$ cat src/hdl/sbcw_map.vh
// Purpose: Shared constants for the wake-up and serial mode timing block
// Assumes: 200 MHz ref_clk; times given in microseconds unless named
// Notes:   Cycle counts are derived from the printed figures
`ifndef SBCW_MAP_VH
`define SBCW_MAP_VH

// ********************************
// Clock
// ********************************
`define SBCW_CLK_MHZ        200

// ********************************
// Times and derived cycle counts
// ********************************
`define SBCW_T_CAN_MAX_US   10
// Apply at half the longest allowed delay, leaving margin for sync lag
`define SBCW_CAN_CYC        ((`SBCW_T_CAN_MAX_US * `SBCW_CLK_MHZ) / 2)
`define SBCW_T_CSWAKE_US    40
`define SBCW_CSWAKE_CYC     (`SBCW_T_CSWAKE_US * `SBCW_CLK_MHZ)
`define SBCW_T_RST_MS       15
`define SBCW_RST_CYC        (`SBCW_T_RST_MS * 1000 * `SBCW_CLK_MHZ)
`define SBCW_T_RSTS_US      3500
`define SBCW_RSTS_CYC       (`SBCW_T_RSTS_US * `SBCW_CLK_MHZ)
`define SBCW_T_OC_US        55
`define SBCW_OC_CYC         (`SBCW_T_OC_US * `SBCW_CLK_MHZ)
`define SBCW_T_WUF_US       20
`define SBCW_WUF_CYC        (`SBCW_T_WUF_US * `SBCW_CLK_MHZ)
`define SBCW_T_INT_US       10
`define SBCW_INT_CYC        (`SBCW_T_INT_US * `SBCW_CLK_MHZ)

// ********************************
// Modes
// ********************************
`define SBCW_MODE_RST       2'h0
`define SBCW_MODE_RUN       2'h1
`define SBCW_MODE_STOP      2'h2
`define SBCW_MODE_WAKE      2'h3

// ********************************
// Command byte layout
// ********************************
`define SBCW_FRAME_BITS     4'h8
`define SBCW_OP_HI          7
`define SBCW_OP_LO          4
`define SBCW_OP_CAN_NORM    4'h1
`define SBCW_OP_CAN_SLEEP   4'h2
`define SBCW_OP_SLEW        4'h3
`define SBCW_OP_STOP        4'h4
`define SBCW_SLEW_HI        1
`define SBCW_SLEW_LO        0
`define SBCW_SLEW_RST       2'h3

`endif

$ cat src/hdl/sbcw_top.v
// Purpose: Mode timing, wake-up filtering and serial command port
// Assumes: All pins are asynchronous to ref_clk; sclk far below ref_clk
// Notes:   Serial frame is 8 bits, MSB first, command in the upper nibble
// Notes on behaviour
// - Transceiver normal within 10 us of bit 8
// - Transceiver sleep within 10 us of bit 8
// - Chip select rise in stop wakes, 15-90us
// - Reset held 12-18 ms, short variant 3.5 ms
// - Overcurrent wakes after 40-75 us deglitch
// - Wake inputs filtered 8-38 us before accepted
// - Input bits sampled on serial clock fall
// - Output bit changes on serial clock rise
// - Four slew settings, 3 fastest, 0 slowest
// - Serial port responds only while select low
// - Stop-mode wake by wake input or overcurrent gives 10 us low interrupt
`timescale 1ns/1ps
`include "sbcw_map.vh"

module sbcw_top #(
  parameter        SHORT_RST   = 0,
  parameter [13:0] CSWAKE_CYC  = `SBCW_CSWAKE_CYC,
  parameter [21:0] RST_CYC     = `SBCW_RST_CYC,
  parameter [21:0] RSTS_CYC    = `SBCW_RSTS_CYC,
  parameter [13:0] OC_CYC      = `SBCW_OC_CYC
) (
  input  wire       ref_clk,
  input  wire       nrst,
  input  wire       sclk,
  input  wire       cs_n,
  input  wire       mosi,
  output reg        miso,
  output wire       miso_oe,
  input  wire       vdd_ok,
  input  wire       vdd_oc,
  input  wire       wake_input_0,
  input  wire       wake_input_1,
  input  wire       wake_input_2,
  input  wire       wake_input_3,
  output reg        rst_n,
  output reg        int_n,
  output reg  [1:0] mode,
  output reg        can_normal,
  output reg  [1:0] slew
);

  localparam [1:0]  MODE_RST  = `SBCW_MODE_RST;
  localparam [1:0]  MODE_RUN  = `SBCW_MODE_RUN;
  localparam [1:0]  MODE_STOP = `SBCW_MODE_STOP;
  localparam [1:0]  MODE_WAKE = `SBCW_MODE_WAKE;
  localparam [10:0] CAN_CYC   = `SBCW_CAN_CYC;
  localparam [11:0] WUF_CYC   = `SBCW_WUF_CYC;
  localparam [10:0] INT_CYC   = `SBCW_INT_CYC;
  localparam [21:0] RST_LIM   = (SHORT_RST != 0) ? RSTS_CYC : RST_CYC;

  // ********************************
  // Pin synchronisers
  // ********************************
  reg  [7:0] meta;
  reg  [7:0] sync;
  reg        sclk_d;
  reg        cs_d;
  wire [3:0] wake_s;
  wire       sclk_s;
  wire       cs_s;
  wire       mosi_s;
  wire       vdd_ok_s;
  wire       vdd_oc_s;

  reg        mosi_m;
  reg        mosi_q;

  // Supply reads low until sampled, so no reset count starts early
  always @(posedge ref_clk) begin
    if (!nrst) begin
      meta   <= 8'h02;
      sync   <= 8'h02;
      sclk_d <= 1'b0;
      cs_d   <= 1'b1;
    end else begin
      meta   <= {wake_input_3, wake_input_2, wake_input_1, wake_input_0,
                 vdd_oc, vdd_ok, cs_n, sclk};
      sync   <= meta;
      sclk_d <= sync[0];
      cs_d   <= sync[1];
    end
  end

  assign sclk_s   = sync[0];
  assign cs_s     = sync[1];
  assign vdd_ok_s = sync[2];
  assign vdd_oc_s = sync[3];
  assign wake_s   = sync[7:4];
  assign mosi_s   = mosi_q;

  // Data line resynchronised on its own pair
  always @(posedge ref_clk) begin
    if (!nrst) begin
      mosi_m <= 1'b0;
      mosi_q <= 1'b0;
    end else begin
      mosi_m <= mosi;
      mosi_q <= mosi_m;
    end
  end

  wire sel      = !cs_s;
  wire sclk_fall = sel && sclk_d && !sclk_s;
  wire sclk_rise = sel && !sclk_d && sclk_s;
  wire cs_fall   = cs_d && !cs_s;
  wire cs_rise   = !cs_d && cs_s;

  // ********************************
  // Wake input filters
  // ********************************
  wire [3:0] wake_hit;
  genvar gi;
  generate
    for (gi = 0; gi < 4; gi = gi + 1) begin : g_wuf
      reg [11:0] cnt;
      reg        level;
      reg        hit;
      always @(posedge ref_clk) begin
        if (!nrst) begin
          cnt   <= 12'h000;
          level <= 1'b0;
          hit   <= 1'b0;
        end else begin
          hit <= 1'b0;
          if (wake_s[gi] == level) begin
            cnt <= 12'h000;
          end else if (cnt == WUF_CYC - 12'h001) begin
            // Level must stay changed for the whole window
            cnt   <= 12'h000;
            level <= wake_s[gi];
            hit   <= 1'b1;
          end else begin
            cnt <= cnt + 12'h001;
          end
        end
      end
      assign wake_hit[gi] = hit;
    end
  endgenerate

  // ********************************
  // Overcurrent deglitch
  // ********************************
  reg [13:0] oc_cnt;
  reg        oc_hit;
  always @(posedge ref_clk) begin
    if (!nrst) begin
      oc_cnt <= 14'h0000;
      oc_hit <= 1'b0;
    end else begin
      oc_hit <= 1'b0;
      if (!vdd_oc_s) begin
        oc_cnt <= 14'h0000;
      end else if (oc_cnt == OC_CYC - 14'h0001) begin
        oc_cnt <= oc_cnt + 14'h0001;
        oc_hit <= 1'b1;
      end else if (oc_cnt < OC_CYC) begin
        oc_cnt <= oc_cnt + 14'h0001;
      end
    end
  end

  // ********************************
  // Serial port
  // ********************************
  reg [7:0] rx_sh;
  reg [7:0] tx_sh;
  reg [3:0] bit_cnt;
  reg       cmd_stb;
  wire [7:0] status = {mode, can_normal, slew, rst_n, oc_cnt == OC_CYC,
                       |wake_s};

  assign miso_oe = sel;

  always @(posedge ref_clk) begin
    if (!nrst) begin
      rx_sh   <= 8'h00;
      tx_sh   <= 8'h00;
      bit_cnt <= 4'h0;
      cmd_stb <= 1'b0;
      miso    <= 1'b0;
    end else begin
      cmd_stb <= 1'b0;
      if (cs_fall) begin
        bit_cnt <= 4'h0;
        tx_sh   <= {status[6:0], 1'b0};
        miso    <= status[7];
      end else if (sclk_fall) begin
        rx_sh   <= {rx_sh[6:0], mosi_s};
        bit_cnt <= bit_cnt + 4'h1;
        // Eighth falling edge starts every command delay
        cmd_stb <= (bit_cnt == `SBCW_FRAME_BITS - 4'h1);
      end else if (sclk_rise && bit_cnt != 4'h0) begin
        miso  <= tx_sh[7];
        tx_sh <= {tx_sh[6:0], 1'b0};
      end
    end
  end

  // ********************************
  // Mode control and timers
  // ********************************
  wire [3:0] opcode = rx_sh[`SBCW_OP_HI:`SBCW_OP_LO];
  wire       run    = mode == MODE_RUN;
  wire       stop_wake = (mode == MODE_STOP) && (oc_hit || |wake_hit);

  reg [21:0] rst_cnt;
  reg [13:0] wk_cnt;
  reg [10:0] int_cnt;
  reg [10:0] can_cnt;
  reg        can_pend;
  reg        can_tgt;
  reg        stop_arm;

  always @(posedge ref_clk) begin
    if (!nrst) begin
      mode       <= MODE_RST;
      rst_n      <= 1'b0;
      rst_cnt    <= 22'h000000;
      wk_cnt     <= 14'h0000;
      int_n      <= 1'b1;
      int_cnt    <= 11'h000;
      can_cnt    <= 11'h000;
      can_pend   <= 1'b0;
      can_tgt    <= 1'b0;
      stop_arm   <= 1'b0;
      can_normal <= 1'b0;
      slew       <= `SBCW_SLEW_RST;
    end else begin
      if (!int_n) begin
        if (int_cnt == INT_CYC - 11'h001) begin
          int_n <= 1'b1;
        end
        int_cnt <= int_cnt + 11'h001;
      end
      if (can_pend) begin
        if (can_cnt == CAN_CYC - 11'h001) begin
          can_pend   <= 1'b0;
          can_normal <= can_tgt;
        end
        can_cnt <= can_cnt + 11'h001;
      end
      if (!vdd_ok_s) begin
        mode    <= MODE_RST;
        rst_n   <= 1'b0;
        rst_cnt <= 22'h000000;
      end else begin
        case (mode)
          MODE_RST: begin
            if (rst_cnt == RST_LIM - 22'h000001) begin
              rst_n <= 1'b1;
              mode  <= MODE_RUN;
            end
            rst_cnt <= rst_cnt + 22'h000001;
          end
          MODE_RUN: begin
            if (cmd_stb) begin
              case (opcode)
                `SBCW_OP_CAN_NORM: begin
                  can_pend <= 1'b1;
                  can_tgt  <= 1'b1;
                  can_cnt  <= 11'h000;
                end
                `SBCW_OP_CAN_SLEEP: begin
                  can_pend <= 1'b1;
                  can_tgt  <= 1'b0;
                  can_cnt  <= 11'h000;
                end
                `SBCW_OP_SLEW: begin
                  // Code 3 fastest edges, code 0 slowest
                  slew <= rx_sh[`SBCW_SLEW_HI:`SBCW_SLEW_LO];
                end
                `SBCW_OP_STOP: begin
                  mode     <= MODE_STOP;
                  stop_arm <= 1'b0;
                end
                default: begin
                end
              endcase
            end
          end
          MODE_STOP: begin
            // The stop frame's own select release must not wake
            if (cs_fall) begin
              stop_arm <= 1'b1;
            end
            if (cs_rise && stop_arm) begin
              mode   <= MODE_WAKE;
              wk_cnt <= 14'h0000;
            end else if (stop_wake) begin
              mode    <= MODE_RUN;
              int_n   <= 1'b0;
              int_cnt <= 11'h000;
            end
          end
          MODE_WAKE: begin
            // Commands here are dropped, host must wait it out
            if (wk_cnt == CSWAKE_CYC - 14'h0001) begin
              mode <= MODE_RUN;
            end
            wk_cnt <= wk_cnt + 14'h0001;
          end
          default: begin
            mode <= MODE_RST;
          end
        endcase
      end
    end
  end

endmodule // sbcw_top

$ cat config.mk
export PLATFORM = sky130hd
export DESIGN_NAME = sbcw_top
export DESIGN_NICKNAME = d
export VERILOG_FILES = /design/src/hdl/sbcw_top.v
export VERILOG_INCLUDE_DIRS = /design/src /design/src/hdl
export SDC_FILE = /design/constraint.sdc
export NUM_CORES = 1
export LEC_CHECK = 0
export BUFFER_PORTS_ARGS = -buffer_cell sky130_fd_sc_hd__buf_2
export CAP_MARGIN = 20
export CORE_MARGIN = 2
export CORE_UTILIZATION = 30
export CTS_CLUSTER_SIZE = 14
export DETAILED_ROUTE_END_ITERATION = 12
export MAX_ROUTING_LAYER = met4
export SLEW_MARGIN = 20
export SYNTH_ARGS = -nofsm -noshare
export SYNTH_HDL_FRONTEND = slang
export SYNTH_SLANG_ARGS = --single-unit
$ cat constraint.sdc
create_clock -name ref_clk -period 3.35 [get_ports ref_clk]
set_input_delay 0.335 -clock ref_clk [delete_from_list [all_inputs] [get_ports ref_clk]]
set_output_delay 0.335 -clock ref_clk [all_outputs]
set_load 0.01 [all_outputs]
# --- Yosys cells after proc, flatten, opt, wreduce, memory -nomap -nowiden ---
# Index checks and enable logic that the tools add are counted.
op_classes:
  reduce_logical: 49
  n_addsub: 10
  bitwise_logic: 7
  div_mod_pow: 0
  n_lt_le_gt_ge: 1
  n_shift: 0
  mux: 49
  mul: 0
  eq_ne: 30
ops:
  columns: ["cell", "count"]
  rows:
  - ["11-bit two-way mux", 10]
  - ["12-bit by 1-bit adder with 12-bit output, second input constant", 4]
  - ["12-bit equality test, second input constant", 4]
  - ["14-bit two-way mux", 3]
  - ["14-bit by 1-bit adder with 14-bit output, second input constant", 2]
  - ["14-bit equality test, second input constant", 2]
  - ["14-bit one-hot mux with 2 select lines", 1]
  - ["8-bit two-way mux", 3]
  - ["1-bit two-way mux", 23]
  - ["11-bit by 1-bit adder with 11-bit output, second input constant", 2]
  - ["22-bit by 1-bit adder with 22-bit output, second input constant", 1]
  - ["22-bit equality test, second input constant", 1]
  - ["2-bit AND reduction", 10]
  - ["3-bit OR reduction", 5]
  - ["14-bit by 13-bit equality test with 1-bit output, second input constant", 1]
  - ["14-bit < comparator, second input constant", 1]
  - ["2-bit two-way mux", 6]
  - ["2-bit OR reduction", 6]
  - ["11-bit by 10-bit equality test with 1-bit output, second input constant", 1]
  - ["11-bit equality test, second input constant", 1]
  - ["5-bit AND reduction", 2]
  - ["2-bit nonzero test", 5]
  - ["1-bit logical AND", 9]
  - ["4-bit by 2-bit equality test with 1-bit output, second input constant", 2]
  - ["19 further kinds", 41]
word_totals:
  latch_bits: 0
  ff_bits: 180
  output_inout_bits: 9
  mem_count: 0
  ram_bits: 0
  in_bits: 11
  wordCells: 183
  mem_bits_ro: 0

# --- Depth between registers and ports, before layout ---
# Gate-level depths: netlist (run 1).
depth:
  depth_word: 7
  ltp_mapped: 9
  mapped_depth_nobuf: 7

# --- Least setup slack after synthesis (run 1) ---
# No wires, ideal clock.
synth_path:
  kind: "register to register"
  startpoint: "register mode[0]"
  endpoint: "register wk_cnt[10]"
  arrival_ns: 1.985
  slack_ns: 1.237
  setup_ns: 0.128
  required_ns: 3.222
  path_stages_with_launch: 8
  n_path_buf: 0
  period_less_slack_ns: 2.113
  cell_sequence: "dfxtp_1 inv_1 ha_1 nand2b_1 a2111oi_0 nand3_1 xor2_1 nor2_1"
synth_between:
  elab_chain_cells: 3
  elab_cells_between_ends: 6
  classes_between: "eq/ne: 3; mux: 1; reduce/logical: 2"
synth_lines:
  columns: ["element", "line", "rtl"]
  rows:
  - ["start: declaration", "sbcw_top.v:41", "output reg [1:0] mode,"]
  - ["start signal: assignment", "sbcw_top.v:221", "mode <= MODE_RST;"]
  - ["start signal: assignment", "sbcw_top.v:248", "mode <= MODE_RST;"]
  - ["start signal: assignment", "sbcw_top.v:256", "mode <= MODE_RUN;"]
  - ["2-bit equality test", "sbcw_top.v:252", "case (mode)"]
  - ["2-bit by 1-bit inequality test with 1-bit output (no line) or 2-bit nonzero test (tied branches)", null, null]
  - ["3-bit AND reduction (no line)", null, null]
  - ["end signal: assignment", "sbcw_top.v:305", "wk_cnt <= wk_cnt + 14'h0001;"]
  - ["end: declaration", "sbcw_top.v:212", "reg [13:0] wk_cnt;"]
# Parallel ways exist; a longest one is shown, timed or not.
# A chain may end at the register's enable or synchronous reset.

# --- Final worst setup path (run 1) ---
# Same ends and word-level chain as after synthesis.

==> flow_summary.yaml, run 1 <==
run_status:
  status: "complete, no violations"
global_route:
  grt_pass1_vias: 5270
  grt_pass1_wl_microns: 23850
  gr-total-overflow: 0
  grt.total_usage: 0.1123
  antenna_found_initial: 0
  grt_max_degree: 28
floorplan:
  core_sq_mm: 0.02439
  die_y_microns: 161.7
  die_w_microns: 161.7
  dieArea_sq_mm: 0.02615
  pin_count: 20
  num_rows: 57
  start_util: 0.3059
setup_path:
  rr_startpoint: "mode[0]"
  slowest_stage: "a2111oi_0"
  required_ns: 3.66
  rr_worst_depth: 7
  start_kind: "register"
  worstPathArrival_ns: 2.64
  cp_max_fo: 6
  worstSetupPathType: "reg2reg"
  endpoint_kind: "register"
  worst-path-buf-inv: 1
  r2r_slack_ns: 1.02
  crit_family: "compound AO/OA/AOI/OAI gates"
  r2r-end: "wk_cnt[10]"
  slowest_delay_ns: 0.84
  cp_cell_sequence: "inv_1 -> ha_1 -> nand4b_1 -> a2111oi_0 -> nand3_1 -> xor2_1 -> nor2_1"
routing:
  drtAntennaViolNets: 0
  drtPass1Iterations: 4
  via_per_inst: 4.518
  drcViolationCount: 0
  wl_per_cell_microns: 11.08
  drtIter0Drc: 228
  routed_wl_microns: 13300
  vias: 5422
synthesis:
  yosys_most_used_dff: "dfxtp_1"
  yosysTopAreaCellShare: 0.4829
  synth_top_family_by_area: "simple AND/OR/NAND/NOR gates"
  synth_seq_cells: 180
  seq_area_frac_synth: 0.4829
  synthSimpleGateAreaFrac: 0.2758
  syn_area_sq_mm: 0.007462
  syn_nets: 873
  synth-xor-area-share: 0.1232
  yosysWarnings: 0
  ys_types: 52
  synth_compound_area_frac: 0.05047
  yosys.area.top_type: "dfxtp_1"
  synth_area_per_cell_sq_um: 8.821
  synth-edff-count: 0
  synth_fa_ha_area_frac: 0.02683
  synthCells: 846
  synthArstFlopShare: 0
  muxShareOfSynthArea: 0.01476
  synth.area.top_cells: "dfxtp_1 48%, nor2_1 7.5%, xnor2_1 6.2%, xor2_1 6.1%, nand2_1 4.6%"
timing:
  period_share: 0.6942
  final-max-slew-violation-count: 0
  finalSetupViolCount: 0
  layout_min_cycle_time_ns: 2.326
  rsz0062_at_grt: "no"
  setup_tns_ns: 0
  worst_pin_slew_ns: 0.8908
  fmax_mhz: 430.0
  fin_worst_skew_ns: 0.008411
  hold_violations: 0
  maxSlewHeadroom: 0.3908
run:
  maxCapViolations: 0
power:
  ir_drop_mv: 0.2957
  powerDensity_mw_per_mm2: 499.2
  leakage_nw: 2.889
cts:
  cts-root-buf: "clkbuf_16"
  clock_latency_ns: 0.43
  numCtsBuffers: 17
  htree_levels: 4
  tritoncts: "built"
  cts.path.max_buffers: 2
  cts_setup_buffers: 0
  clock-sinks: 180
  cts-resized-gates: 0
  postCtsHoldBufs: 0
  clk_pin_slew_worst_paths_ns: 0.07
min_path:
  hp-class: "in2reg"
  whs_path_depth: 2
  hold_start: "cs_n"
  min_to: "meta[1]"
placed_design:
  routabilityCongestion: 0.7629
  hpwl_microns: 9225
  dpl.cell_count: 1168
  io_buffers: 19
layout:
  layoutNonFillerInstCount: 1200
  n_fill_cell: 2547
  fin_util: 0.3474
  drive_above_1_share: 0.07192
  nets: 890
  area_growth_pct: 13.55
  diodes: 0
[flip-flops by register name (all words and copies together) (netlist names), 2 cells and up]
name / count
rst_cnt: 22
wk_cnt: 14
rx_sh: 8
tx_sh: 7
meta: 8
can_cnt: 11
oc_cnt: 14
mode: 2
g_wuf.hit: 4
slew: 2
bit_cnt: 4
int_cnt: 11
g_wuf.level: 4
sync: 8
g_wuf.cnt: 48
[Yosys cell counts, types with 2 or more instances]
master / instances
a311oi_1: 6
a21oi_1: 22
nand2_1: 92
xnor2_1: 53
and2_1: 19
and4b_1: 2
a31oi_1: 2
o21ai_0: 11
nand3_1: 42
xor2_1: 52
dfxtp_1: 180
inv_1: 25
mux2i_1: 11
nor2b_1: 5
clkbuf_1: 22
nand4b_1: 2
nor4_1: 17
nor2_1: 149
and4_1: 6
or3_1: 11
ha_1: 16
or4_1: 5
o41ai_1: 2
o31ai_1: 3
nor3_1: 18
and3_1: 12
or2_2: 3
or4b_1: 2
nand2b_1: 7
o2111ai_1: 2
nand4_1: 26
[power breakdown]
group          switching, mW  leakage (nW)  internal, mW  total [mW]
clock network          0.861         0.292          1.13        1.99
registers             0.0124          1.45          2.16        2.17
logic                 0.0436          1.14        0.0221      0.0657
total                  0.917          2.89          3.31        4.23
[layout make-up]
type                    instances  area, sq um  area share
multi-input cells             617         3665      0.4325
well taps                     324        405.4     0.04784
inverters                      25        93.84     0.01108
repair buffers                 22        117.6     0.01388
clock inverters                13        145.1     0.01713
clock buffers                  19        442.9     0.05227
flip-flops and latches        180         3603      0.4253
[per-layer routing]
layer	vias up	wire [microns]	global-route usage
li1	2897	-	-
met1	2439	6937	0.1470
met2	63	5715	0.1686
met3	23	422	0.02503
met4	0	221	0.04545
met5	-	0	-
[placed cells by master (no fill, tap or decap), drive strengths merged, types with 4 or more instances in the layout]
master and instances:
mux2i 11, clkbuf 19, nor2b 5, nand2 93, nor4 18, ha 16
nand2b 7, clkinv 4, or4 5, buf 22, dfxtp 180, a311oi 6
and2 19, nor3 18, xnor2 53, and3 12, or3 11, nand3 42
a21oi 22, o21ai 11, inv 31, xor2 52, and4 7, nand4 26
nor2 149
[logic make-up after synthesis]
group / count (synthesis)
AND/OR/NAND/NOR: 427
flip-flops: 180
XOR/XNOR: 105
AO/OA/AOI/OAI: 58
buffers and inverters: 49
adder cells (fa/ha/maj): 16
multiplexers: 11
[metrics by stage]
| stage | hold slack, ns | worst slack (ns) | area, sq um | total power [mW] |
|---|---|---|---|---|
| after floorplan | 0.3863 | 1.237 | 7462 | 2.261 |
| after global placement | 0.4170 | 1.128 | 7885 | 2.284 |
| after detailed placement | 0.4168 | 1.039 | 7885 | 2.286 |
| after CTS | 0.07402 | 1.015 | 8473 | 4.289 |
| after global routing | 0.07885 | 0.8168 | 8473 | 4.387 |
| final | 0.08820 | 1.024 | 8473 | 4.229 |
[worst max-delay path by stage]
stage / from / endpoint / slack, ns / cells past startpoint
2_1_floorplan: mode[0] / wk_cnt[10] / 1.24 / 7
3_3_place_gp: mode[0] / wk_cnt[10] / 1.13 / 7
3_5_place_dp: mode[0] / wk_cnt[10] / 1.04 / 7
4_1_cts: mode[0] / wk_cnt[10] / 1.02 / 7
5_1_grt: mode[0] / wk_cnt[10] / 0.82 / 7
6_report: mode[0] / wk_cnt[10] / 1.02 / 7
(Power assumes the default switching activity.)
==> run 2, diff against run 1 <==
--- a/config.mk
+++ b/config.mk
@@ -6,6 +6,7 @@
 export SDC_FILE = /design/constraint.sdc
 export NUM_CORES = 1
 export LEC_CHECK = 0
+export ABC_AREA = 1
 export BUFFER_PORTS_ARGS = -buffer_cell sky130_fd_sc_hd__buf_2
 export CAP_MARGIN = 20
 export CORE_MARGIN = 2
==> constraint.sdc (replaced) <==
create_clock -name ref_clk -period 2.3 [get_ports ref_clk]
set_input_delay 0.23 -clock ref_clk [delete_from_list [all_inputs] [get_ports ref_clk]]
set_output_delay 0.23 -clock ref_clk [all_outputs]
set_load 0.01 [all_outputs]
==> run 2 against run 1 <==
  * Total power increased by 46%
  * Combinational power increased by 95%
  * Clock skew about the same
  * Clock-buffer cell count decreased by 2
  * Synthesized cell count increased by 28%
  * Sequential power increased by 46%
  * Highest routed layer unchanged
==> flow_summary.yaml, run 2 <==
run_status:
  status: "complete, no violations"
synthesis:
  synth.area.top_cells: "dfxtp_1 45%, nand2_1 11%, nor2_1 7.6%, inv_1 6.0%, a21oi_1 4.2%"
  yosysMostFrequentCell: "nand2_1"
  syn_nets: 1114
  ys_types: 42
  synthCells: 1087
  yosys_most_used_dff: "dfxtp_1"
  syn_area_sq_mm: 0.008061
  synth-edff-count: 0
  synthArstFlopShare: 0
  yosys.area.top_type: "dfxtp_1"
  synth_common_cells: "227 x nand2_1, 180 x dfxtp_1, 163 x nor2_1"
  yosysTopAreaCellShare: 0.4470
  seq_area_frac_synth: 0.4470
  yosysWarnings: 0
  synth_seq_cells: 180
  synth_area_per_cell_sq_um: 7.416
power:
  pwr-share-comb: 0.021
  ir_drop_mv: 0.4712
  powerDensity_mw_per_mm2: 671.5
  netSwitchingPower_mw: 1.426
  p_clk_frac: 0.467
  p_sw_frac: 0.2315
  internal_power_mw: 4.731
  p_seq_frac: 0.513
  leakage_nw: 3.466
timing:
  fin_worst_skew_ns: 0.008461
  final-max-slew-violation-count: 0
  layout_min_cycle_time_ns: 1.867
  fmax_mhz: 535.7
  finalSetupViolCount: 0
  setup_tns_ns: 0
  rsz0062_at_grt: "no"
  period_share: 0.8117
  hold_violations: 0
  maxSlewHeadroom: 0.6156
  worst_pin_slew_ns: 0.5761
cts:
  clk_pin_slew_worst_paths_ns: 0.07
  tritoncts: "built"
  htree_levels: 4
  numCtsBuffers: 17
  cts-resized-gates: 0
  cts.path.max_buffers: 2
  cts-root-buf: "clkbuf_16"
  cts_setup_buffers: 0
  clock-sinks: 180
  postCtsHoldBufs: 8
  clock_latency_ns: 0.43
global_route:
  gr-total-overflow: 0
  grt_pass1_vias: 5976
  grt_max_degree: 19
  grt.total_usage: 0.1155
  grt_pass1_wl_microns: 26420
  antenna_found_initial: 0
setup_path:
  cp_cell_sequence: "inv_1 -> ha_1 -> inv_1 -> nor2_1 -> nand2_1 -> nor2_1 -> nand3_1 -> nand2_1 -> nor2_1"
  worstPathArrival_ns: 2.20
  cp_max_fo: 10
  slowest_delay_ns: 0.36
  crit_family: "simple AND/OR/NAND/NOR gates"
  start_kind: "register"
  worst-path-buf-inv: 2
  rr_worst_depth: 9
  rr_startpoint: "mode[0]"
  slowest_stage: "dfxtp_1"
  r2r_slack_ns: 0.43
  r2r-end: "rst_cnt[15]"
  crit_start: "mode[0]"
  path_common_cell: "nor2_1"
  worstSetupPathType: "reg2reg"
  required_ns: 2.63
  endpoint_kind: "register"
run:
  maxCapViolations: 0
routing:
  drtPass1Iterations: 4
  drtIter0Drc: 325
  wl_met3_microns: 333
  wirelength_met1_microns: 7618
  wl_per_cell_microns: 10.15
  top_layer: "met4"
  vias: 6498
  drtAntennaViolNets: 0
  via_per_inst: 4.411
  drcViolationCount: 0
  wl_met2_microns: 6642
  routed_wl_microns: 14950
layout:
  drive_above_1_share: 0.09806
  multiInputGateArea_sq_mm: 0.003832
  design_area_sq_mm: 0.009169
  diodes: 0
  n_fill_cell: 2792
  regMostFlops: "g_wuf.cnt"
  nets: 1146
  seqCellArea_sq_mm: 0.003603
  area_growth_pct: 13.74
  final_cell_mix: "227 x nand2_1, 180 x dfxtp_1, 163 x nor2_1, 129 x inv_1, 67 x a21oi_1"
  reg_top3: "g_wuf.cnt (48), rst_cnt (22)"
  layout_commonest_cell: "nand2_1"
  largest_reg_flops: 48
floorplan:
  die_y_microns: 167.9
  start_util: 0.3025
  die_w_microns: 167.9
  dieArea_sq_mm: 0.02820
  num_rows: 60
  pin_count: 20
  core_sq_mm: 0.02665
placed_design:
  hpwl_microns: 11080
  dpl_cell_area_sq_mm: 0.008509
  routabilityCongestion: 0.8258
  io_buffers: 19
min_path:
  min_to: "meta[1]"
  hp-class: "in2reg"
  whs_path_depth: 2
  hold_start: "cs_n"
[run 2: cell types whose count changed after synthesis, moves of 16 or more]
cell | previous run | this run
xnor2_1 | 53 | 9
clkbuf_1 | 22 | 5
inv_1 | 25 | 129
nor3b_1 | 1 | 17
o21ai_0 | 11 | 28
nor3_1 | 18 | 41
xor2_1 | 52 | 20
and2_1 | 19 | 0
nand2_1 | 92 | 227
a21oi_1 | 22 | 67
[run 2: cell type report]
class                           instances  share of cell area
Clock buffer                           17             0.04640
Timing Repair Buffer                   34             0.02484
Clock inverter                         15             0.01678
Sequential cell                       180              0.3930
Multi-Input combinational cell        753              0.4180
Tap cell                              341             0.04653
Inverter                              133             0.05445
[run 2: metal layers]
metal | track usage | up-vias
li1 | - | 3550
met1 | 0.1401 | 2867
met2 | 0.1865 | 56
met3 | 0.02421 | 25
met4 | 0.04915 | 0
met5 | - | -
[run 2: cells by family after synthesis]
family / share of synthesized area
AO/OA/AOI/OAI: 0.09033
XOR/XNOR: 0.03151
flip-flops: 0.4470
buffers and inverters: 0.07760
adder cells (fa/ha/maj): 0.02483
AND/OR/NAND/NOR: 0.3287
[run 2: power by group through the flow]
stage	combinational, mW	clock [mW]	sequential (mW)
floorplan	0.0838	0	3.22
global placement	0.120	0	3.23
detailed placement	0.120	0	3.23
CTS	0.131	2.96	3.16
global route	0.147	3.08	3.16
finish	0.128	2.87	3.16
[run 2: worst max path at each step]
stage	to	slack, ns	depth (start not counted)
global route	rst_cnt[15]	0.16	9
CTS	rst_cnt[15]	0.43	9
global placement	rst_cnt[15]	0.49	9
finish	rst_cnt[15]	0.43	9
detailed placement	rst_cnt[15]	0.44	9
floorplan	wk_cnt[12]	0.72	11
[run 2: metrics by stage]
stage               setup slack [ns]  hold slack [ns]    util  total power [mW]  cells
CTS                           0.4285         0.005165  0.3440             6.245   1473
global placement              0.4929           0.3955  0.3193             3.348   1433
detailed placement            0.4351           0.3966  0.3193             3.349   1433
finish                        0.4332          0.02656  0.3440             6.157   1473
global route                  0.1607          0.01156  0.3440             6.384   1473
floorplan                     0.7209           0.3276       -             3.308   1087
